`src/rtl/vbc_defs.svh`:
```
// offsets, bit positions, reset values and timing counts of the board config block
`ifndef VBC_DEFS_SVH
`define VBC_DEFS_SVH

// register offsets from the board base, as decoded on the address port
`define VBC_ADDR_W 10
`define VBC_OFF_CFG1_A 10'h101
`define VBC_OFF_CTRL_A 10'h105
`define VBC_OFF_CFG1_B 10'h301
`define VBC_OFF_CTRL_B 10'h305

// first configuration register: only the direction bit is kept
`define VBC_DIR_BIT 0
`define VBC_DIR_RST 1'b0

// board control register fields
`define VBC_EXT_BIT 4
`define VBC_FAIL_BIT 3
`define VBC_PRIV_BIT 2
`define VBC_LMR_BIT 1
`define VBC_ROLE_BIT 0
`define VBC_EXT_RST 1'b0
`define VBC_FAIL_RST 1'b0
`define VBC_LMR_RST 1'b0
`define VBC_ROLE_RST 1'b0

// local reset least hold time and clock rate
`define VBC_LMR_HOLD_MS 10
`define VBC_CLK_KHZ 50000
`define VBC_LMR_HOLD_CYCLES (`VBC_LMR_HOLD_MS * `VBC_CLK_KHZ)
`define VBC_HOLD_W 20

`endif

```
`src/rtl/vbc_pkg.sv`:
```
// types shared by the board config block
package vbc_pkg;

   // one register byte as written by the host
   typedef logic [7:0] vbc_byte_type;

   // address modifier code driven with each bus cycle
   typedef logic [5:0] vbc_am_type;

   // which instrument port a register belongs to
   typedef enum {VBC_PORT_A, VBC_PORT_B} vbc_port_type;

endpackage : vbc_pkg

```
`src/rtl/vbc_board_config.sv`:
```
// board configuration registers for a two-port bus interface board
//
// Function
// - direction bit resets to memory-to-instrument
// - control register at base 0x105 and 0x305
// - control register eight bits, write only
// - extended mode needs bit and jumper
// - standard mode: modifier from codes, jumpers
// - extended mode: modifier top two zero
// - fail bit drives LED; line via jumper
// - fail one: green, line released
// - fail bit clear at power-up
// - local reset leaves fail bit alone
// - reset bit drives local reset, 10 ms
// - controller role bit, cleared on reset
// - privilege bit limits to supervisor cycles
`timescale 1ns/100ps
`include "vbc_defs.svh"

module vbc_board_config
   import vbc_pkg::*;
#(
   parameter int LMR_HOLD_CYCLES = `VBC_LMR_HOLD_CYCLES
)
(
   input wire logic MCLK,
   input wire logic RST_N,
   input wire logic REG_WR,
   input wire logic [`VBC_ADDR_W-1:0] REG_ADDR,
   input wire vbc_byte_type REG_WDATA,
   input wire logic REG_SUPV,
   input wire logic SYSRESET_N,
   input wire logic EXTENDED_ADDRESS_JUMPER,
   input wire logic FAIL_LINE_JUMPER,
   input wire logic MODIFIER_JUMPER_ONE,
   input wire logic MODIFIER_JUMPER_TWO,
   input wire logic MODIFIER_JUMPER_THREE,
   input wire logic PRIVILEGE_STRAP,
   input wire logic [2:0] FUNC_CODE_A,
   input wire logic [2:0] FUNC_CODE_B,
   output logic SYSFAIL_OUT,
   output logic SYSFAIL_OE,
   output logic LED_GREEN,
   output logic LED_RED,
   output logic LOCAL_RESET,
   output logic PRIVILEGE_ACCESS_SELECT,
   output logic EXTENDED_ADDRESS_MODE,
   output vbc_am_type AM_CODE_A,
   output vbc_am_type AM_CODE_B,
   output logic BUS_CONTROLLER_ROLE_A,
   output logic BUS_CONTROLLER_ROLE_B,
   output logic DIRECTION_A,
   output logic DIRECTION_B
);

   //////////////////////////////////////////////////////////////////////////
   // declarations

   // decoded write strobes, one per port
   logic [1:0] wr_cfg1;
   logic [1:0] wr_ctrl;
   // write passes the privilege check
   logic wr_ok;
   // per-port bits from the port slices
   logic [1:0] dir_bit;
   logic [1:0] role_bit;
   logic [1:0] lmr_bit;
   // any source asking for the local reset
   logic lmr_req;
   // board-wide bits
   logic ext_q;
   logic fail_q;
   logic priv_q;
   // strap for privilege bit taken once after release
   logic strap_done_q;
   // hold counter for the local reset line
   logic [`VBC_HOLD_W-1:0] hold_cnt_q;
   logic local_rst_q;
   // extended mode as used for the modifier code
   logic ext_mode;
   // any control register write, either port
   logic any_ctrl;

   //////////////////////////////////////////////////////////////////////////
   // address match against a printed offset
   function automatic logic addr_hit(input logic [`VBC_ADDR_W-1:0] addr,
                                     input logic [`VBC_ADDR_W-1:0] off);
      addr_hit = (addr == off);
   endfunction : addr_hit

   // modifier code from function codes and jumpers
   function automatic vbc_am_type form_am(input logic ext,
                                          input logic [2:0] fc,
                                          input logic j1,
                                          input logic j2,
                                          input logic j3);
      if (ext)
      begin
         form_am = {2'b00, j1, fc};
      end
      else
      begin
         form_am = {j3, j2, j1, fc};
      end
   endfunction : form_am

   //////////////////////////////////////////////////////////////////////////
   // write qualification and address decode

   // user cycles are refused while supervisor-only is selected
   assign wr_ok = REG_WR & (REG_SUPV | ~priv_q);

   // decode both ports; registers are write only, nothing is read back
   always_comb
   begin
      wr_cfg1 = 2'b00;
      wr_ctrl = 2'b00;
      if (!wr_ok)
      begin
         wr_cfg1 = 2'b00;
      end
      else if (addr_hit(REG_ADDR, `VBC_OFF_CTRL_A))
      begin
         wr_ctrl[VBC_PORT_A] = 1'b1;
      end
      else if (addr_hit(REG_ADDR, `VBC_OFF_CTRL_B))
      begin
         wr_ctrl[VBC_PORT_B] = 1'b1;
      end
      else if (addr_hit(REG_ADDR, `VBC_OFF_CFG1_A))
      begin
         wr_cfg1[VBC_PORT_A] = 1'b1;
      end
      else if (addr_hit(REG_ADDR, `VBC_OFF_CFG1_B))
      begin
         wr_cfg1[VBC_PORT_B] = 1'b1;
      end
      else
      begin
         // unmapped offsets are ignored
         wr_cfg1 = 2'b00;
      end
   end

   // a control register write from either port reaches the board-wide bits
   assign any_ctrl = |wr_ctrl;

   //////////////////////////////////////////////////////////////////////////
   // per-port register slices, separate copies for each port
   genvar gp;
   generate
      for (gp = 0; gp < 2; gp++)
      begin : g_port
         vbc_port_regs u_port (
            .clk(MCLK),
            .rst_n(RST_N),
            .wr_cfg1(wr_cfg1[gp]),
            .wr_ctrl(wr_ctrl[gp]),
            .wdata(REG_WDATA),
            .local_rst(local_rst_q),
            .dir_q(dir_bit[gp]),
            .role_q(role_bit[gp]),
            .lmr_q(lmr_bit[gp])
         );
      end
   endgenerate

   //////////////////////////////////////////////////////////////////////////
   // local reset line with least hold time

   // either port's reset bit or the system bus reset asks for it
   assign lmr_req = (|lmr_bit) | ~SYSRESET_N;

   // reload while requested, then count the remaining hold time down
   always_ff @(posedge MCLK or negedge RST_N)
   begin
      if (!RST_N)
      begin
         hold_cnt_q <= '0;
      end
      else if (lmr_req)
      begin
         hold_cnt_q <= LMR_HOLD_CYCLES[`VBC_HOLD_W-1:0];
      end
      else if (hold_cnt_q != '0)
      begin
         hold_cnt_q <= hold_cnt_q - 1'b1;
      end
   end

   // line stays active while requested or the hold is running
   always_ff @(posedge MCLK or negedge RST_N)
   begin
      if (!RST_N)
      begin
         local_rst_q <= 1'b0;
      end
      else
      begin
         local_rst_q <= lmr_req | (hold_cnt_q != '0);
      end
   end

   //////////////////////////////////////////////////////////////////////////
   // board-wide bits

   // extended address bit; bits 7..5 are ignored, host keeps them zero
   always_ff @(posedge MCLK or negedge RST_N)
   begin
      if (!RST_N)
      begin
         ext_q <= `VBC_EXT_RST;
      end
      else if (local_rst_q)
      begin
         ext_q <= `VBC_EXT_RST;
      end
      else if (any_ctrl)
      begin
         ext_q <= REG_WDATA[`VBC_EXT_BIT];
      end
   end

   // fail bit: cleared at power-up or by a control write, never by the local reset
   always_ff @(posedge MCLK or negedge RST_N)
   begin
      if (!RST_N)
      begin
         fail_q <= `VBC_FAIL_RST;
      end
      else if (any_ctrl)
      begin
         fail_q <= REG_WDATA[`VBC_FAIL_BIT];
      end
   end

   // privilege bit: strap taken after release and on local reset
   always_ff @(posedge MCLK or negedge RST_N)
   begin
      if (!RST_N)
      begin
         strap_done_q <= 1'b0;
         priv_q <= 1'b1;
      end
      else if (!strap_done_q || local_rst_q)
      begin
         strap_done_q <= 1'b1;
         priv_q <= PRIVILEGE_STRAP;
      end
      else if (any_ctrl)
      begin
         priv_q <= REG_WDATA[`VBC_PRIV_BIT];
      end
   end

   //////////////////////////////////////////////////////////////////////////
   // address mode and modifier codes

   // both the bit and the jumper must ask for extended mode
   assign ext_mode = ext_q & EXTENDED_ADDRESS_JUMPER;

   // registered modifier codes, one per port
   always_ff @(posedge MCLK or negedge RST_N)
   begin
      if (!RST_N)
      begin
         EXTENDED_ADDRESS_MODE <= 1'b0;
         AM_CODE_A <= '0;
         AM_CODE_B <= '0;
      end
      else
      begin
         EXTENDED_ADDRESS_MODE <= ext_mode;
         AM_CODE_A <= form_am(ext_mode, FUNC_CODE_A, MODIFIER_JUMPER_ONE,
                              MODIFIER_JUMPER_TWO, MODIFIER_JUMPER_THREE);
         AM_CODE_B <= form_am(ext_mode, FUNC_CODE_B, MODIFIER_JUMPER_ONE,
                              MODIFIER_JUMPER_TWO, MODIFIER_JUMPER_THREE);
      end
   end

   //////////////////////////////////////////////////////////////////////////
   // fail indication: LED colour and open-drain fail line
   always_ff @(posedge MCLK or negedge RST_N)
   begin
      if (!RST_N)
      begin
         LED_GREEN <= 1'b0;
         LED_RED <= 1'b1;
         SYSFAIL_OE <= 1'b0;
         SYSFAIL_OUT <= 1'b0;
      end
      else
      begin
         LED_GREEN <= fail_q;
         LED_RED <= ~fail_q;
         // pulled low only while failing and the jumper allows it
         SYSFAIL_OE <= ~fail_q & FAIL_LINE_JUMPER;
         SYSFAIL_OUT <= 1'b0;
      end
   end

   //////////////////////////////////////////////////////////////////////////
   // remaining status outputs
   always_ff @(posedge MCLK or negedge RST_N)
   begin
      if (!RST_N)
      begin
         LOCAL_RESET <= 1'b0;
         PRIVILEGE_ACCESS_SELECT <= 1'b1;
         BUS_CONTROLLER_ROLE_A <= 1'b0;
         BUS_CONTROLLER_ROLE_B <= 1'b0;
         DIRECTION_A <= 1'b0;
         DIRECTION_B <= 1'b0;
      end
      else
      begin
         LOCAL_RESET <= local_rst_q;
         PRIVILEGE_ACCESS_SELECT <= priv_q;
         BUS_CONTROLLER_ROLE_A <= role_bit[VBC_PORT_A];
         BUS_CONTROLLER_ROLE_B <= role_bit[VBC_PORT_B];
         DIRECTION_A <= dir_bit[VBC_PORT_A];
         DIRECTION_B <= dir_bit[VBC_PORT_B];
      end
   end

endmodule : vbc_board_config

```
`src/rtl/vbc_port_regs.sv`:
```
// per-port configuration bits: direction, controller role, local reset request
`timescale 1ns/100ps
`include "vbc_defs.svh"

module vbc_port_regs
   import vbc_pkg::*;
(
   input wire logic clk,
   input wire logic rst_n,
   input wire logic wr_cfg1,
   input wire logic wr_ctrl,
   input wire vbc_byte_type wdata,
   input wire logic local_rst,
   output logic dir_q,
   output logic role_q,
   output logic lmr_q
);

   //////////////////////////////////////////////////////////////////////////
   // direction bit, cleared at power-up and by the board reset line
   always_ff @(posedge clk or negedge rst_n)
   begin
      if (!rst_n)
      begin
         dir_q <= `VBC_DIR_RST;
      end
      else if (local_rst)
      begin
         dir_q <= `VBC_DIR_RST;
      end
      else if (wr_cfg1)
      begin
         dir_q <= wdata[`VBC_DIR_BIT];
      end
   end

   //////////////////////////////////////////////////////////////////////////
   // controller role bit, cleared at power-up and by the board reset line
   always_ff @(posedge clk or negedge rst_n)
   begin
      if (!rst_n)
      begin
         role_q <= `VBC_ROLE_RST;
      end
      else if (local_rst)
      begin
         role_q <= `VBC_ROLE_RST;
      end
      else if (wr_ctrl)
      begin
         role_q <= wdata[`VBC_ROLE_BIT];
      end
   end

   //////////////////////////////////////////////////////////////////////////
   // local reset request; kept through the local reset so software can drop it
   always_ff @(posedge clk or negedge rst_n)
   begin
      if (!rst_n)
      begin
         lmr_q <= `VBC_LMR_RST;
      end
      else if (wr_ctrl)
      begin
         lmr_q <= wdata[`VBC_LMR_BIT];
      end
   end

endmodule : vbc_port_regs
```
`config.mk`:
```
export PLATFORM = sky130hd
export DESIGN_NAME = vbc_board_config
export DESIGN_NICKNAME = d
export VERILOG_FILES = /design/src/rtl/vbc_pkg.sv /design/src/rtl/vbc_board_config.sv /design/src/rtl/vbc_port_regs.sv
export VERILOG_INCLUDE_DIRS = /design/src /design/src/rtl
export SDC_FILE = /design/constraint.sdc
export NUM_CORES = 1
export LEC_CHECK = 0
export BUFFER_PORTS_ARGS = -buffer_cell sky130_fd_sc_hd__clkbuf_2
export CAP_MARGIN = 10
export CORE_ASPECT_RATIO = 0.7
export CORE_MARGIN = 2
export CORE_UTILIZATION = 35
export CTS_CLUSTER_SIZE = 30
export DETAILED_ROUTE_END_ITERATION = 7
export PLACE_DENSITY_LB_ADDON = 0.15
export RECOVER_POWER = 25
export SYNTH_ARGS = -nofsm -noshare
export SYNTH_HDL_FRONTEND = slang
export SYNTH_SLANG_ARGS = --single-unit
export TNS_END_PERCENT = 1
```
`constraint.sdc`:
```
create_clock -name MCLK -period 2.4 [get_ports MCLK]
set_clock_uncertainty 0.05 [all_clocks]
set_input_delay 0.12 -clock MCLK [delete_from_list [all_inputs] [get_ports MCLK]]
set_output_delay 0.12 -clock MCLK [all_outputs]
set_load 0.005 [all_outputs]
```
==> out/summary.txt <==
Die ar. = 0.00730 mm2
crit path kind = register to register
Clk pwr share = 29.8%
worst-path fanout max = 17
#FFs+latches synth = 50
Initial DRC Count = 86
Sw Ratio = 27.7%
Power Density = 571 mW/mm2
Detailed Place HPWL = 3620 um
run status = complete, no violations
clk sinks = 50
Horiz. Die Dim = 101 um
Initial Util = 36.8%
minimum clock period = 2.15 ns
area leader, netlist = dfrtp_1
clk slew on worst S/H paths = 0.09 ns
Via Count = 1842
EDFF count, synth = 0
Most used DFF post-synth = dfrtp_1
first-pass GRT wire length = 8730 um
Pint = 0.00119 W
CORE AREA = 0.00631 mm2
final wirelength = 5180 um
GR Overflow Total = 0
vias in the first global route = 1789
Area Overhead vs Synth = 24.1%
Num CTS Buffers = 5
most instantiated cells after synthesis = dfrtp_1 (47), nand3_1 (14), nand2_1 (13), mux2i_1 (11)
final total power = 0.00164 W
Layout fillers = 622
initial antenna violation count = 0
startpoint types = register
final cell count without fillers = 362
Max Cap Viol = 0
DRC viols = 0
IO Count = 58
clock tree buffer depth = 2
final setup fails = 0
Net Count, Synth = 252
post-cts resize count = 0
Post-synth ARST share = 100%
VDD IR max = 0.312 mV
vias per inst = 5.09
endpoints failing hold = 0
Cell Rows = 24
WL/cell = 14.3 um
total track usage = 15.2%
switching power = 0.000455 W
port bufs = 53
clk root buf = clkbuf_8
Final #Nets = 320
Syn Area/Cell = 10.8 um2
router iterations before antenna repair = 4
worst-margin pin slew = 0.776 ns
register area share after synthesis = 54.1%
RSZ-0062 raised after global routing = false
count of warnings emitted by yosys = 0
placed cell count = 339
ANT cells = 0
largest net degree at the start of global routing = 39
CP arrival = 2.29 ns
sequential share of power = 55.8%
fmax = 464 MHz
Syn Inst Count = 215
post-place setup slack = 0.259 ns
post-synth top area share = 50.7%
Synth Cell Area = 0.00232 mm2
Final Core Density = 45.6%
Post-DRT Antenna Nets = 0
share of layout cells above drive strength 1 = 25.7%
H-tree depth = 2
CTS tree = built
Hold Path Class = primary input to register
post-synthesis cell type count = 43
combinational power share = 14.4%
CP endpoint kind = register
insertion delay to the later sink of the worst-skew pair = 0.30 ns
Max Slew Vio Count = 0
Worst Path Required = 2.54 ns
GPL Wtd Cong = 0.833
Pleak = 1.24 nW
most common cell in the synthesized netlist = dfrtp_1
relative slew slack = 48.3%
setup ws final = 0.247 ns
setup_tns = 0 ns
top cells by area, synth = dfrtp_1 (51%), mux2i_1 (4.7%), dfstp_2 (3.4%)
DIE HEIGHT = 72.1 um
part of the cycle the worst path needs = 89.7%
power groups by stage:
stage / Combinational (W) / Sequential (W) / Clock (W)
6_report: 0.000237 / 0.000917 / 0.000490
5_1_grt: 0.000271 / 0.000925 / 0.000547
4_1_cts: 0.000240 / 0.000917 / 0.000517
3_5_place_dp: 0.000218 / 0.000934 / 0
3_3_place_gp: 0.000215 / 0.000933 / 0
2_1_floorplan: 0.000138 / 0.000925 / 0
final cells by class:
class	instances	area [um2]	area share, %
timing repair buffer	73	452	15.7
clock buffer	5	68.8	2.39
sequential	50	1250	43.6
clock inverter	3	21.3	0.739
inverter	5	18.8	0.652
multi-input combinational	148	965	33.5
tap	78	97.6	3.39
worst max-delay path: stages, from the launching register on:
cell and delay (ns):
dfrtp_1 0.43, inv_1 0.11, ha_1 0.14, nor4b_2 0.31
and4_1 0.66, a211oi_1 0.18, mux2i_1 0.15
cell usage in the layout (no fill, tap or decap), drive strengths merged, types with 5 or more instances in the layout:
cell type and n:
a21oi 10, buf 5, clkbuf 58, dfrtp 47
dlygate4sd3 15, inv 5, mux2i 11, nand2 13
nand2b 10, nand3 14, nor2 10, nor3 7
nor4 8, o21ai 14, o31ai 5, or4 8
path summary, 6_finish.rpt:
kind                                                      end  depth (start not counted)                                 from  slack (ns)
max                                 hold_cnt_q[5]$_DFFE_PN0P_                          6            hold_cnt_q[0]$_DFFE_PN0P_        0.25
min                        g_port[1].u_port.dir_q$_DFFE_PN0P_                          3                         REG_WDATA[0]        0.04
max reg2reg                         hold_cnt_q[5]$_DFFE_PN0P_                          6            hold_cnt_q[0]$_DFFE_PN0P_        0.25
min reg2reg                   BUS_CONTROLLER_ROLE_B$_DFF_PN0_                          0  g_port[1].u_port.role_q$_DFFE_PN0P_        0.33
max in group asynchronous                   LED_RED$_DFF_PN1_                          3                                RST_N        0.96
min in group asynchronous          hold_cnt_q[10]$_DFFE_PN0P_                          2                                RST_N        0.35
per-layer routing:
metal  vias to the layer above  GRT usage (%)  share of wire [%]
met2                        46           21.5                 42
met3                         4           5.01                5.4
li1                        909              -                  -
met1                       883           22.9                 52
met4                         0           2.85               0.68
met5                         -              0                  0
sequential cells by signal, summed over array words and instances (netlist names), 2 cells and up:
register and cells:
AM_CODE_A 4, AM_CODE_B 5, g_port.u_port.dir_q 2, g_port.u_port.lmr_q 2
g_port.u_port.role_q 2, hold_cnt_q 20
through the flow:
stage | area [um2] | hold slack (ns)
2_1_floorplan | 2320 | -0.226
3_3_place_gp | 2640 | -0.00396
3_5_place_dp | 2640 | -0.00626
4_1_cts | 2880 | 0.0234
5_1_grt | 2880 | 0.0426
6_report | 2880 | 0.0399
cells by family after synthesis:
family / Yosys count / share of synthesized area [%]
DFF: 50 / 54.1
and+or+nand+nor: 96 / 25.6
adders and majority gates: 2 / 1.08
muxes: 13 / 5.72
other: 2 / 0.324
buffers and inverters: 17 / 4.26
AOI/OAI and AO/OA: 35 / 8.85
timing repair:
item	4_1_cts	5_1_grt
hold buffers	15	0
endpoints found under the hold margin	27	0
buffers inserted	0	0
Power figures use the tool's default switching activity.
